<file path="src/cbt_defines.vh">
// Purpose: Constants for the boost/thermal and misc control register pair
// Assumes: Register indices are coined; no address map is printed for them
// Notes:   Level codes are in millivolts, percent or degrees Celsius
`ifndef CBT_DEFINES_VH
`define CBT_DEFINES_VH

`define CBT_ADDR_W           4
`define CBT_IDX_BOOST_THERM  4'h6
`define CBT_IDX_MISC         4'h7

`define CBT_BT_RESET         8'h73
`define CBT_MISC_RESET       8'h4b

`define CBT_BV_MSB           7
`define CBT_BV_LSB           4
`define CBT_BH_MSB           3
`define CBT_BH_LSB           2
`define CBT_TR_MSB           1
`define CBT_TR_LSB           0

`define CBT_MISC_FPD         7
`define CBT_MISC_SLOW        6
`define CBT_MISC_BSW         5
`define CBT_MISC_MASK_CHG    1
`define CBT_MISC_MASK_BAT    0

`define CBT_RDATA_NONE       8'h00

`define CBT_BOOST_BASE_MV    13'h11c6
`define CBT_BOOST_STEP_MV    13'h040

`define CBT_BH_LVL_A         2'h0
`define CBT_BH_LVL_B         2'h1
`define CBT_BH_LVL_C         2'h2
`define CBT_BH_OFF           2'h3
`define CBT_PCT_A            6'h21
`define CBT_PCT_B            6'h24
`define CBT_PCT_C            6'h1e

`define CBT_TR_CODE_60       2'h0
`define CBT_TR_CODE_80       2'h1
`define CBT_TR_CODE_100      2'h2
`define CBT_DIE_TEMP_REG_THRESHOLD_60          7'h3c
`define CBT_DIE_TEMP_REG_THRESHOLD_80          7'h50
`define CBT_DIE_TEMP_REG_THRESHOLD_100         7'h64
`define CBT_DIE_TEMP_REG_THRESHOLD_120         7'h78

`endif

</file>
<file path="src/cbt_regs.v">
// Purpose: Boost/thermal control and misc operation control registers
// Assumes: Host reaches them through a decoded single-cycle access port
// Notes:   Decoded settings go straight to the analog control inputs
// Operation
// - Boost voltage code gives 4.55 V plus 64/128/256/512 mV weights, reset 0111.
// - Hot-threshold select 00, 01, 10 picks 33%, 36%, 30% of regulator rail.
// - Hot-threshold select 11 runs boost with no temperature cutoff.
// - With select 11 the thermistor fault still compares at the 00 level.
// - Die threshold codes 00..11 give 60, 80, 100 and 120 degrees C.
// - Boost/thermal register resets to 0111_00_11, all bits read/write.
// - Misc register resets to 01001011, all bits read/write.
// - Misc bits: 7 force detect, 6 timer slow, 5 switch off, 4:2 spare, 1:0 masks.
// - Force detect bit clears itself once port detection finishes.
// - Mask bit 1 enables charge-fault interrupt, bit 0 battery-fault.
// - Timer slow bit halves safety timer during input or thermal regulation.
`timescale 1ns/100ps
`include "cbt_defines.vh"

module cbt_regs (
  input  wire                   clk,
  input  wire                   rst_n,
  input  wire                   reg_wr,
  input  wire                   reg_rd,
  input  wire [`CBT_ADDR_W-1:0] reg_addr,
  input  wire [7:0]             reg_wdata,
  output reg  [7:0]             reg_rdata,
  input  wire                   port_detect_done,
  input  wire                   batt_temp_hot_a,
  input  wire                   batt_temp_hot_b,
  input  wire                   batt_temp_hot_c,
  input  wire                   input_reg_active,
  input  wire                   thermal_reg_active,
  input  wire                   charge_fault_evt,
  input  wire                   battery_fault_evt,
  output wire [3:0]             boost_voltage_code,
  output wire [12:0]            boost_target_mv,
  output reg  [5:0]             boost_hot_pct,
  output wire                   boost_temp_mon_en,
  output reg                    boost_temp_disable,
  output reg                    thermistor_fault,
  output wire [1:0]             die_temp_reg_threshold,
  output reg  [6:0]             die_temp_limit_c,
  output wire                   force_port_detect,
  output wire                   safety_timer_half,
  output wire                   battery_switch_off,
  output wire                   fault_int_req
);

  // Access port: a strobe is taken at the rising edge it stands at;
  // write data lands in the register at that edge, and read data
  // is registered at that same edge and holds until the next read
  reg  [7:0] boost_thermal_control_r;
  reg  [7:0] boost_thermal_control_nxt;
  reg  [7:0] misc_operation_control_r;
  reg  [7:0] misc_operation_control_nxt;
  reg  [7:0] reg_rdata_nxt;

  // Decoded access strobes
  wire       wr_bt;
  wire       wr_misc;
  wire       rd_bt;
  wire       rd_misc;

  // Status terms
  wire [1:0] bh_sel;
  wire       slow_en;
  wire       regulating;
  wire       chg_int;
  wire       bat_int;

  // Index match, shared by the write and the read decode so both
  // sides always agree on which register is addressed
  function idx_hit;
    input [`CBT_ADDR_W-1:0] addr;
    input [`CBT_ADDR_W-1:0] idx;
    begin
      idx_hit = (addr == idx);
    end
  endfunction

  // Boost target is the base plus one step per code count; the binary
  // weights 64..512 mV fall out of the multiply
  function [12:0] boost_mv_of;
    input [3:0] code;
    begin
      boost_mv_of = `CBT_BOOST_BASE_MV +
        (`CBT_BOOST_STEP_MV * {9'h000, code});
    end
  endfunction

  // Select 11 falls to the code 00 level so the fault report still works
  function [5:0] hot_pct_of;
    input [1:0] sel;
    begin
      case (sel)
        `CBT_BH_LVL_B: hot_pct_of = `CBT_PCT_B;
        `CBT_BH_LVL_C: hot_pct_of = `CBT_PCT_C;
        default:       hot_pct_of = `CBT_PCT_A;
      endcase
    end
  endfunction

  // Die limit in degrees Celsius per threshold code
  function [6:0] die_limit_of;
    input [1:0] code;
    begin
      case (code)
        `CBT_TR_CODE_60:  die_limit_of = `CBT_DIE_TEMP_REG_THRESHOLD_60;
        `CBT_TR_CODE_80:  die_limit_of = `CBT_DIE_TEMP_REG_THRESHOLD_80;
        `CBT_TR_CODE_100: die_limit_of = `CBT_DIE_TEMP_REG_THRESHOLD_100;
        default:          die_limit_of = `CBT_DIE_TEMP_REG_THRESHOLD_120;
      endcase
    end
  endfunction

  assign wr_bt   = reg_wr & idx_hit(reg_addr, `CBT_IDX_BOOST_THERM);
  assign wr_misc = reg_wr & idx_hit(reg_addr, `CBT_IDX_MISC);
  assign rd_bt   = reg_rd & idx_hit(reg_addr, `CBT_IDX_BOOST_THERM);
  assign rd_misc = reg_rd & idx_hit(reg_addr, `CBT_IDX_MISC);
  assign bh_sel  = boost_thermal_control_r[`CBT_BH_MSB:`CBT_BH_LSB];

  // Boost/thermal register: plain read/write byte
  always @* begin
    boost_thermal_control_nxt = boost_thermal_control_r;
    if (wr_bt) begin
      boost_thermal_control_nxt = reg_wdata;
    end
  end

  // Misc register: the self-clear comes first so a host write of 1 in the
  // same cycle as detection done wins and the new request is not lost.
  // Reserved bits 4:2 are stored and read back but drive nothing.
  always @* begin
    misc_operation_control_nxt = misc_operation_control_r;
    if (port_detect_done) begin
      misc_operation_control_nxt[`CBT_MISC_FPD] = 1'b0;
    end
    if (wr_misc) begin
      misc_operation_control_nxt = reg_wdata;
    end
  end

  // Read data holds between reads; an unmapped index reads as zero.
  // A read in the same cycle as a write returns the old value.
  always @* begin
    reg_rdata_nxt = reg_rdata;
    if (rd_bt) begin
      reg_rdata_nxt = boost_thermal_control_r;
    end else if (rd_misc) begin
      reg_rdata_nxt = misc_operation_control_r;
    end else if (reg_rd) begin
      reg_rdata_nxt = `CBT_RDATA_NONE;
    end
  end

  // Synchronous reset loads the power-on defaults
  always @(posedge clk) begin
    if (!rst_n) begin
      boost_thermal_control_r  <= `CBT_BT_RESET;
      misc_operation_control_r <= `CBT_MISC_RESET;
      reg_rdata                <= `CBT_RDATA_NONE;
    end else begin
      boost_thermal_control_r  <= boost_thermal_control_nxt;
      misc_operation_control_r <= misc_operation_control_nxt;
      reg_rdata                <= reg_rdata_nxt;
    end
  end

  // Code fields straight from the register bits
  assign boost_voltage_code =
    boost_thermal_control_r[`CBT_BV_MSB:`CBT_BV_LSB];
  assign boost_target_mv = boost_mv_of(boost_voltage_code);

  // Level in percent of the internal regulator rail
  always @* begin
    boost_hot_pct = hot_pct_of(bh_sel);
  end

  // Monitoring off only removes the boost cutoff; the fault compare stays
  assign boost_temp_mon_en = (bh_sel != `CBT_BH_OFF);

  // Comparator picked by the select; select 11 reuses the 00 level
  always @* begin
    case (bh_sel)
      `CBT_BH_LVL_A: thermistor_fault = batt_temp_hot_a;
      `CBT_BH_LVL_B: thermistor_fault = batt_temp_hot_b;
      `CBT_BH_LVL_C: thermistor_fault = batt_temp_hot_c;
      default:       thermistor_fault = batt_temp_hot_a;
    endcase
    boost_temp_disable = boost_temp_mon_en & thermistor_fault;
  end

  // Die threshold code is passed to the thermal loop as is
  assign die_temp_reg_threshold =
    boost_thermal_control_r[`CBT_TR_MSB:`CBT_TR_LSB];

  always @* begin
    die_temp_limit_c = die_limit_of(die_temp_reg_threshold);
  end

  // Timer slowdown only matters while a regulation loop is active
  assign slow_en           = misc_operation_control_r[`CBT_MISC_SLOW];
  assign regulating        = input_reg_active | thermal_reg_active;
  assign safety_timer_half = slow_en & regulating;

  // Masks gate the fault levels; the interrupt pin logic lies elsewhere
  assign chg_int = misc_operation_control_r[`CBT_MISC_MASK_CHG] &
    charge_fault_evt;
  assign bat_int = misc_operation_control_r[`CBT_MISC_MASK_BAT] &
    battery_fault_evt;
  assign fault_int_req = chg_int | bat_int;

  // Switch-off and force detect go straight out to the power stage
  assign force_port_detect =
    misc_operation_control_r[`CBT_MISC_FPD];
  assign battery_switch_off =
    misc_operation_control_r[`CBT_MISC_BSW];

endmodule // cbt_regs

</file>
<file path="config.mk">
export PLATFORM = sky130hd
export DESIGN_NAME = cbt_regs
export DESIGN_NICKNAME = d
export VERILOG_FILES = /design/src/cbt_regs.v
export VERILOG_INCLUDE_DIRS = /design/src
export SDC_FILE = /design/constraint.sdc
export NUM_CORES = 1
export LEC_CHECK = 0
export ABC_AREA = 1
export BUFFER_PORTS_ARGS = -buffer_cell sky130_fd_sc_hd__buf_4
export CAP_MARGIN = 30
export CORE_ASPECT_RATIO = 2
export CORE_UTILIZATION = 46
export CTS_CLUSTER_DIAMETER = 40
export DETAILED_ROUTE_END_ITERATION = 10
export PLACE_DENSITY = 0.9
export SLEW_MARGIN = 5
export SYNTH_ARGS = -nofsm -noshare
export SYNTH_HDL_FRONTEND = slang
export SYNTH_SLANG_ARGS = --single-unit
</file>
<file path="constraint.sdc">
create_clock -name clk -period 1.25 [get_ports clk]
set_input_delay 0 -clock clk [delete_from_list [all_inputs] [get_ports clk]]
set_output_delay 0 -clock clk [all_outputs]
set_load 0.005 [all_outputs]
</file>
# Yosys cells after proc, flatten, opt, wreduce, memory -nomap -nowiden
# Cells that the tools add are included.
word_totals:
  register_bits: 24
  in_bits: 24
  out_inout_bits: 47
  elab_cells: 33
op_classes:
  muxes: 8
  n_reduce_logical: 3
  add_sub_neg: 1
  bitwise: 10
  eq_ne: 7
op_table:
  columns: ["cell", "count"]
  rows:
  - ["$mux 8", 4]
  - ["$pmux 7 s3", 1]
  - ["$add 13x10->13 const A", 1]
  - ["$pmux 6 s2", 1]
  - ["$and 1x1->1", 8]
  - ["$eq 4x3->1 const B", 2]
  - ["$eq 2x1->1 const B", 2]
  - ["$eq 2x2->1 const B", 2]
  - ["$reduce_bool 3->1", 1]
  - ["$logic_not 2->1", 1]
  - ["$ne 2x2->1 const B", 1]
  - ["$or 1x1->1", 2]
  - ["$pmux 1 s2", 1]
  - ["$reduce_bool 2->1", 1]
  - ["$mux 1", 1]

# Depth between registers and ports, before layout
# Gate-level depths: netlist of run 1.
depth:
  ltp_word: 4
  ltp_mapped: 8
  ltp_nobuf: 7

# Least setup slack after synthesis of run 1
# No wires, ideal clock.
synth_timing:
  path_type: "flip-flop to output port"
  from: "reg boost_thermal_control_r[2]"
  to: "out boost_temp_disable"
  stages_incl_launch_ff: 7
  t_arrival_ps: 1199
  setup_slack_ps: 51
  t_required_ps: 1250
  n_path_buf: 0
  path_cell_list: "dfxtp_1 inv_1 ha_1 inv_1 nor2_1 a21oi_1 and2_1"
synth_between:
  elab_chain_len: 3
  elab_cells_between_ends: 5
  classes_between: "eq/ne (3); mux (1); bitwise (1)"
synth_rtl:
  columns: ["element", "line_no", "source"]
  rows:
  - ["start: declaration", "cbt_regs.v:52", "reg [7:0] boost_thermal_control_r;"]
  - ["start signal: assignment", "cbt_regs.v:159", "boost_thermal_control_r <= `CBT_BT_RESET;"]
  - ["start signal: assignment", "cbt_regs.v:163", "boost_thermal_control_r <= boost_thermal_control_nxt;"]
  - ["$eq 2x2->1 or $eq 2x1->1 (tied branches)", "cbt_regs.v:184", "case (bh_sel)"]
  - ["$pmux 1 s2 *", "cbt_regs.v:184", null]
  - ["via thermistor_fault", "cbt_regs.v:40", "output reg thermistor_fault,"]
  - ["$and 1x1->1 *", "cbt_regs.v:190", "boost_temp_disable = boost_temp_mon_en & thermistor_fault;"]
  - ["end: declaration", "cbt_regs.v:39", "output reg boost_temp_disable,"]
# Mark *: on every way through the listed nets, which the timed path passes. The rest lies on a longest branch.

# Final worst setup path of run 1
layout_timing:
  from: "reg boost_thermal_control_r[3]"
  to: "out boost_temp_disable"
layout_between:
  elab_chain_len: 3
  elab_cells_between_ends: 5
  classes_between: "eq/ne (3); mux (1); bitwise (1)"
layout_rtl:
  columns: ["element", "line_no"]
  rows:
  - ["$eq 2x2->1 or $eq 2x1->1 (tied branches)", "cbt_regs.v:184"]
  - ["$pmux 1 s2", "cbt_regs.v:184"]
  - ["$and 1x1->1 *", "cbt_regs.v:190"]
# Every way passes the cells marked *; elsewhere a longest branch is shown, timed or not.

==> flow_metrics.env, run 1 <==
export IMPL_status="finished, violations left"
export IMPL_failed_checks="setup timing"
export IMPL_hp_class="in -> reg"
export IMPL_grt_max_degree=18
export IMPL_switching_share_pct=25.52
export IMPL_finalHoldViolCount=0
export IMPL_syn_cell_area_sq_um=1538
export IMPL_ant_nets=0
export IMPL_yosys_top_cells_area="dfxtp_1 31%, nand3_1 13%, buf_4 9.8%"
export IMPL_required_ns=1.25
export IMPL_p_switching_mw=0.4274
export IMPL_gp_congestion=0.8308
export IMPL_antenna_found_initial=0
export IMPL_syn_avg_cell_area_sq_um=6.896
export IMPL_cts_htree_levels=1
export IMPL_wl_per_cell_um=11.77
export IMPL_rsz0062_at_grt="true"
export IMPL_worstPathArrival_ns=1.35
export IMPL_die_width_um=42.89
export IMPL_drive_gt1_share_pct=36.36
export IMPL_ir_drop_v=0.0006204
export IMPL_cts_tree="built"
export IMPL_skew_ns=0.0009175
export IMPL_cts_buffer_depth=2
export IMPL_clk_pin_slew_ns=0.08
export IMPL_power_internal_mw=1.247
export IMPL_synth_warnings=0
export IMPL_period_minus_slack_ns=1.347
export IMPL_power_density_nw_per_um2=786.5
export IMPL_port_buffers=60
export IMPL_p_clk_share_pct=31.8
export IMPL_leakagePower_nw=1.177
export IMPL_seq_power_share_pct=48.0
export IMPL_die_area_sq_um=3592
export IMPL_final_nets=321
export IMPL_antenna_cells=0
export IMPL_coreArea_sq_um=3193
export IMPL_drv_cap=0
export IMPL_grtUsageTotal_pct=21.18
export IMPL_io_pins=71
export IMPL_die_y_um=83.77
export IMPL_ys_types=24
export IMPL_cp_max_fo=5
export IMPL_via_per_inst=4.972
export IMPL_drcViolationCount=0
export IMPL_yosys_area_top_type="dfxtp_1"
export IMPL_vias=1576
export IMPL_drt_pass1_iter_count=4
export IMPL_startpoint_type="register"
export IMPL_num_rows=29
export IMPL_place_detailed_hpwl_um=2607
export IMPL_clock_latency_ns=0.27
export IMPL_synth_top_area_share_pct=31.24
export IMPL_grt_pass1_wl_um=6023
export IMPL_start_util_pct=48.16
export IMPL_grt_pass1_vias=1476
export IMPL_root_buffer="clkbuf_8"
export IMPL_layout_common_cells="67 x buf_4, 39 x nand3_1, 37 x nand2_1, 31 x inv_1, 25 x nor2_1"
export IMPL_grt_ovfl_total=0
export IMPL_setup_slack_ns=-0.09715
export IMPL_area_growth_pct=38.49
export IMPL_final_core_util_pct=66.69
export IMPL_share_comb_of_total_power_pct=20.2
export IMPL_critical_path_class="reg -> out"
export IMPL_fin_crit_sh_pct=107.8
export IMPL_postRouteWirelength_um=3732
export IMPL_cp_end_kind="primary output"
export IMPL_fmax_mhz=742.3
export IMPL_final_common_cell="buf_4"
export IMPL_drt_iter0_markers=51
export IMPL_synthCells=223
export IMPL_ys_ff_latch=24
export IMPL_cts_buffers=3
export IMPL_setup_viol=2
export IMPL_p_total_mw=1.675
export IMPL_synth_seq_area_share_pct=31.24
export IMPL_drv_slew=0
export IMPL_cts_sinks=24
[registers in the layout (all words and copies together) (netlist names)]
register                  flops
boost_thermal_control_r       8
misc_operation_control_r      8
reg_rdata                     8
[cell usage after synthesis, drive strengths merged]
| master | n |
|---|---|
| o21a | 1 |
| nand3b | 1 |
| a22o | 1 |
| inv | 36 |
| dfxtp | 24 |
| clkbuf | 2 |
| buf | 24 |
| xor2 | 2 |
| conb | 2 |
| and2 | 1 |
| ha | 10 |
| nand3 | 40 |
| a21oi | 3 |
| nor2 | 34 |
| nand2 | 41 |
| or2 | 1 |
[metal layers]
metal  vias up  track usage (%)  wire [um]
li1        778                -          -
met1       710            20.08       1276
met2        80            40.77       2129
met3         8            3.247        267
met4         0            10.23         59
met5         -                0          0
[cell families after synthesis]
| family | count (synthesis) | share of synthesized area (%) |
|---|---|---|
| XOR/XNOR | 2 | 1.139 |
| flip-flops | 24 | 31.24 |
| buffers and inverters | 62 | 21.40 |
| adder cells (fa/ha/maj) | 10 | 8.137 |
| AO/OA/AOI/OAI | 5 | 2.034 |
| other | 2 | 0.4884 |
| AND/OR/NAND/NOR | 118 | 35.56 |
[final timing paths]
path / start / end / slack [ns] / cells after the start
max: boost_thermal_control_r[3] / boost_temp_disable / -0.1 / 6
min: rst_n / boost_thermal_control_r[4] / 0.02 / 2
max reg2reg: boost_thermal_control_r[1] / reg_rdata[1] / 0.43 / 5
min reg2reg: misc_operation_control_r[0] / misc_operation_control_r[0] / 0.51 / 2
[power by group through the flow]
stage	logic (mW)	clock network, mW	registers, mW
after floorplan	0.175	0	0.824
after detailed placement	0.293	0	0.824
after CTS	0.331	0.526	0.805
after global placement	0.288	0	0.823
final	0.338	0.533	0.804
after global routing	0.371	0.558	0.807
[layout make-up]
| class | instances | area [sq um] |
|---|---|---|
| sequential | 24 | 493.0 |
| clock buffer | 4 | 55.05 |
| timing repair buffer | 77 | 605.6 |
| fill | 272 | 1064 |
| tap | 31 | 38.79 |
| multi-input combinational | 145 | 799.5 |
| inverter | 36 | 137.6 |
[timing repair]
item | in CTS | in global routing
hold buffers | 8 | 0
resized for setup | 15 | 8
setup endpoints to repair | 6 | 5
hold endpoints to repair | 11 | 0
pin swaps | 3 | 4
setup buffers | 4 | 0
[critical path: stages (launching register included)]
cell	delay (ns)
dfxtp_4	0.37
ha_4	0.28
inv_2	0.04
nor2_2	0.08
a21oi_2	0.04
and2_1	0.13
buf_4	0.13
[stage by stage]
step	hold slack [ns]	setup TNS (ns)	cell area [sq um]	cells	setup slack [ns]
2_1_floorplan	0.09936	0	1568	231	0.05125
3_3_place_gp	0.2100	0	1901	301	0.08032
3_5_place_dp	0.2184	0	1901	301	0.05609
4_1_cts	0.02519	-0.2209	2100	317	-0.1312
5_1_grt	0.03455	-0.3009	2130	317	-0.1666
6_report	0.02348	-0.1669	2130	317	-0.09715
No activity file was read; power rests on OpenSTA's default activity.
==> run 2, diff against run 1 <==
==> constraint.sdc (replaced) <==
create_clock -name clk -period 1.25 [get_ports clk]
set_input_delay 0.375 -clock clk [delete_from_list [all_inputs] [get_ports clk]]
set_output_delay 0.375 -clock clk [all_outputs]
set_load 0.005 [all_outputs]
==> run 2 against run 1 <==
  * The run still ends with setup timing left
  * Sequential share of layout area is 1.8 points lower
  * Fmax fell by 23%
  * Largest power group unchanged
  * Hold slack improved by 0.31 ns
  * Non-clock buffer count grew 6
  * Power is 2.2% lower
  * Critical path depth is the same
  * Combinational power up 11%
  * Final cell count grew 1.6%
  * First-iteration DRC count rose by 22%
  * Utilization increased by 7.1 points
  * Flip-flop and latch count unchanged
  * Global-route usage increased by 0.99 points
==> flow_metrics.env, run 2 (same netlist as run 1, synthesis figures left out) <==
export IMPL_setup_viol=21
export IMPL_antenna_found_initial=0
export IMPL_final_common_cell="buf_4"
export IMPL_setup_slack_ns=-0.5092
export IMPL_grt_pass1_vias=1384
export IMPL_wl_met1_um=1567
export IMPL_startpoint_type="register"
export IMPL_hp_class="in -> reg"
export IMPL_coreArea_sq_um=3193
export IMPL_fmax_mhz=568.5
export IMPL_grtUsageTotal_pct=22.17
export IMPL_drt_iter0_markers=62
export IMPL_root_buffer="clkbuf_8"
export IMPL_hold_buffers=0
export IMPL_required_ns=0.88
export IMPL_die_width_um=42.89
export IMPL_clk_pin_slew_ns=0.08
export IMPL_die_y_um=83.77
export IMPL_tns_ns=-4.717
export IMPL_via_per_inst=4.839
export IMPL_period_minus_slack_ns=1.759
export IMPL_skew_ns=0.001958
export IMPL_cp_end_kind="primary output"
export IMPL_grt_pass1_wl_um=6168
export IMPL_cts_tree="built"
export IMPL_die_area_sq_um=3592
export IMPL_power_density_nw_per_um2=695.7
export IMPL_drt_pass1_iter_count=4
export IMPL_critical_path_class="reg -> out"
export IMPL_ir_drop_v=0.0006457
export IMPL_postRouteWirelength_um=4230
export IMPL_antenna_cells=0
export IMPL_rsz0062_at_grt="true"
export IMPL_final_nets=327
export IMPL_cts_htree_levels=1
export IMPL_finalHoldViolCount=0
export IMPL_port_buffers=60
export IMPL_vias=1558
export IMPL_layout_common_cells="58 x buf_4, 38 x nand3_1, 37 x nand2_1, 25 x nor2_1, 24 x buf_6"
export IMPL_wl_per_cell_um=13.14
export IMPL_instances_no_fill=322
export IMPL_start_util_pct=48.16
export IMPL_place_detailed_hpwl_um=2774
export IMPL_final_core_util_pct=73.75
export IMPL_io_pins=71
export IMPL_clock_latency_ns=0.27
export IMPL_cp_max_fo=5
export IMPL_worstPathArrival_ns=1.38
export IMPL_drive_gt1_share_pct=47.42
export IMPL_gp_congestion=0.8393
export IMPL_area_growth_pct=53.13
export IMPL_top_regs="boost_thermal_control_r: 8 flops, misc_operation_control_r: 8 flops, reg_rdata: 8 flops"
export IMPL_highest_signal_layer="met4"
export IMPL_grt_ovfl_total=0
export IMPL_cts_buffer_depth=2
export IMPL_num_rows=29
export IMPL_p_total_mw=1.638
export IMPL_cts_sinks=24
export IMPL_leakagePower_nw=1.229
export IMPL_fin_crit_sh_pct=140.7
export IMPL_ant_nets=0
export IMPL_drv_cap=0
export IMPL_drcViolationCount=0
export IMPL_status="finished, violations left"
export IMPL_cts_buffers=3
export IMPL_wl_met3_um=190
export IMPL_failed_checks="setup timing"
export IMPL_drv_slew=0
export IMPL_dp_cells=312
export IMPL_grt_max_degree=17
export IMPL_wl_met2_um=2371
==> run 2: changes by cell type in the layout (fill, tap and decap cells not counted), sizes merged <==
cell,before,now
buf,69,83
dlygate4sd3,8,0
clkbuf,4,3
==> run 2: worst max-delay path, cell delays in order, from the launching register on <==
cell and delay (ns):
dfxtp_4 0.38, ha_4 0.26, inv_4 0.07, nor2_4 0.03, a21oi_2 0.13, and2_1 0.15, buf_4 0.10
==> run 2: where the power goes <==
group	switching (mW)	internal (mW)
logic	0.177	0.199
registers	0.0181	0.784
clock network	0.245	0.216
==> run 2: layer usage <==
metal,global-route usage (%),vias to the layer above
li1,-,785
met1,24.59,694
met2,40.22,68
met3,1.948,11
met4,10.23,0
met5,0,-
==> run 2: cell type report <==
class,instances,area [sq um]
Clock buffer,3,41.29
Fill cell,231,838.3
Inverter,36,150.1
Multi-Input combinational cell,145,897.1
Sequential cell,24,501.7
Tap cell,31,38.79
Timing Repair Buffer,83,725.7
==> run 2: final timing paths <==
kind | startpoint | end | slack [ns] | cells after the start
worst max-delay path | boost_thermal_control_r[3] | boost_temp_disable | -0.51 | 6
worst min-delay path | reg_wdata[0] | misc_operation_control_r[0] | 0.33 | 3
worst max register to register | boost_thermal_control_r[1] | reg_rdata[1] | 0.24 | 6
worst min register to register | misc_operation_control_r[3] | misc_operation_control_r[3] | 0.48 | 2
==> run 2: timing repair <==
| item | in CTS | in global routing |
|---|---|---|
| endpoints found under the setup margin | 21 | 25 |
| setup buffers | 4 | 6 |
| gates resized for setup | 52 | 18 |
| pin swaps | 10 | 5 |
==> run 2: per-stage QoR <==
step | hold WS (ns) | instance area (sq um) | setup slack, ns
5_1_grt | 0.3336 | 2355 | -0.5539
3_3_place_gp | 0.4545 | 2023 | -0.1749
3_5_place_dp | 0.4615 | 2023 | -0.2353
4_1_cts | 0.3150 | 2255 | -0.5178
6_report | 0.3322 | 2355 | -0.5092
2_1_floorplan | 0.4424 | 1595 | -0.1210
==> run 3, diff against run 2 <==
--- a/config.mk
+++ b/config.mk
@@ -13,7 +13,7 @@
 export CORE_UTILIZATION = 46
 export CTS_CLUSTER_DIAMETER = 40
 export DETAILED_ROUTE_END_ITERATION = 10
-export PLACE_DENSITY = 0.9
+export PLACE_DENSITY = 0.86
 export SLEW_MARGIN = 5
 export SYNTH_ARGS = -nofsm -noshare
 export SYNTH_HDL_FRONTEND = slang
==> run 3 against run 2 <==
  * Clock power fell by 2%
  * Hold slack improved by 0.011 ns
  * Final cell count did not move
  * Non-clock buffer count did not move
  * Count of clock-buffer cells in the layout did not move
  * Via count rose by 3.4%
  * Critical path depth rose by 1
  * Flip-flop and latch count did not move
  * Critical path type unchanged
  * The run still ends with setup timing left
  * Sequential power barely moved
  * Final area fell by 0.43%
  * Routed wire length rose by 2.1%
==> flow_metrics.env, run 3 (same netlist as run 1, synthesis figures left out) <==
export IMPL_status="finished, violations left"
export IMPL_failed_checks="setup timing"
export IMPL_clock_latency_ns=0.26
export IMPL_place_detailed_hpwl_um=2831
export IMPL_io_pins=71
export IMPL_layout_common_cells="58 x buf_4, 38 x nand3_1, 37 x nand2_1, 25 x nor2_1, 24 x buf_6"
export IMPL_critical_path_class="reg -> out"
export IMPL_final_core_util_pct=73.43
export IMPL_grtUsageTotal_pct=23.12
export IMPL_setup_slack_ns=-0.5529
export IMPL_num_rows=29
export IMPL_final_common_cell="buf_4"
export IMPL_leakagePower_nw=1.230
export IMPL_hold_end="misc_operation_control_r[2]"
export IMPL_cts_tree="built"
export IMPL_reg2reg_depth=7
export IMPL_area_growth_pct=52.48
export IMPL_fin_crit_sh_pct=144.2
export IMPL_via_per_inst=5.003
export IMPL_die_y_um=83.77
export IMPL_grt_pass1_wl_um=6603
export IMPL_antenna_found_initial=0
export IMPL_vias=1611
export IMPL_hold_path_depth=3
export IMPL_postRouteWirelength_um=4319
export IMPL_period_minus_slack_ns=1.803
export IMPL_min_from="reg_wdata[2]"
export IMPL_ant_nets=0
export IMPL_finalHoldViolCount=0
export IMPL_die_width_um=42.89
export IMPL_fmax_mhz=554.7
export IMPL_top_regs="boost_thermal_control_r: 8 flops, misc_operation_control_r: 8 flops, reg_rdata: 8 flops"
export IMPL_clk_pin_slew_ns=0.08
export IMPL_cp_max_fo=3
export IMPL_r2r_end="boost_thermal_control_r[2]"
export IMPL_cts_sinks=24
export IMPL_cts_buffers=3
export IMPL_drive_gt1_share_pct=47.42
export IMPL_cp_end_kind="primary output"
export IMPL_grt_pass1_vias=1510
export IMPL_rsz0062_at_grt="true"
export IMPL_reg2reg_slack_ns=0.24
export IMPL_drt_iter0_markers=62
export IMPL_grt_max_degree=17
export IMPL_root_buffer="clkbuf_8"
export IMPL_grt_ovfl_total=0
export IMPL_r2r_start="boost_thermal_control_r[2]"
export IMPL_worstPathArrival_ns=1.43
export IMPL_setup_viol=20
export IMPL_cts_htree_levels=1
export IMPL_coreArea_sq_um=3193
export IMPL_hold_buffers=0
export IMPL_wl_per_cell_um=13.41
export IMPL_cts_buffer_depth=2
export IMPL_die_area_sq_um=3592
export IMPL_drcViolationCount=0
export IMPL_antenna_cells=0
export IMPL_drt_pass1_iter_count=4
export IMPL_hp_class="in -> reg"
export IMPL_power_density_nw_per_um2=694.0
export IMPL_port_buffers=60
export IMPL_drv_cap=0
export IMPL_required_ns=0.88
export IMPL_ir_drop_v=0.0006173
export IMPL_drv_slew=0
export IMPL_start_util_pct=48.16
export IMPL_p_total_mw=1.627
export IMPL_startpoint_type="register"
export IMPL_final_nets=327
export IMPL_gp_congestion=0.8269
export IMPL_skew_ns=0.0009998
[run 3: changes by cell type in the layout (fill, tap and decap cells not counted)]
| cell | change |
|---|---|
| dfxtp_2 | +2 |
| dfxtp_4 | -2 |
| inv_2 | +2 |
| inv_4 | -2 |
[run 3: worst max-delay path by stage]
stage	to	cells past startpoint	slack, ns	startpoint
after global routing	boost_temp_disable	7	-0.62	boost_thermal_control_r[2]
after detailed placement	boost_temp_disable	7	-0.20	boost_thermal_control_r[2]
after global placement	boost_temp_disable	7	-0.18	boost_thermal_control_r[2]
after CTS	boost_temp_disable	7	-0.49	boost_thermal_control_r[2]
after floorplan	boost_temp_disable	5	-0.12	boost_thermal_control_r[2]
final	boost_temp_disable	7	-0.55	boost_thermal_control_r[2]
[run 3: routing by layer]
layer	vias to the layer above	GRT usage [%]	part of all wire [%]	wire, um
met5	-	0	0	0
met1	743	26.22	36	1541
met2	75	40.36	57	2455
li1	783	-	-	-
met3	10	3.247	5.5	236
met4	0	11.08	2.0	86
[run 3: power breakdown]
| group | switching, mW | internal (mW) |
|---|---|---|
| Sequential | 0.0176 | 0.787 |
| Combinational | 0.177 | 0.194 |
| Clock | 0.237 | 0.215 |
[run 3: area by class of cell]
type                            instances  area [sq um]
Clock buffer                            3         41.29
Fill cell                             244         848.3
Inverter                               36         145.1
Multi-Input combinational cell        145         897.1
Sequential cell                        24         496.7
Tap cell                               31         38.79
Timing Repair Buffer                   83         725.7
[run 3: worst max-delay path, cell delays in order (launching register included)]
cell     delay, ns
dfxtp_2       0.34
inv_2         0.05
ha_4          0.25
inv_4         0.08
nor2_4        0.04
a21oi_2       0.14
and2_1        0.16
buf_4         0.11
[run 3: per-stage QoR]
step                      area (sq um)  hold slack, ns  worst slack [ns]  TNS, ns  cells
final                             2345          0.3436           -0.5529   -5.083    322
after CTS                         2273          0.3220           -0.4939   -4.313    319
after global routing              2345          0.3455           -0.6155   -5.753    322
after detailed placement          2023          0.4689           -0.2022  -0.6152    312
after floorplan                   1595          0.4424           -0.1210  -0.1210    231
after global placement            2023          0.4555           -0.1786  -0.4159    312
[run 3: what timing repair did]
item                       4_1_cts  5_1_grt
setup buffers                    4        4
resized for setup               52       14
pin swaps                        7        5
setup endpoints to repair       19       25
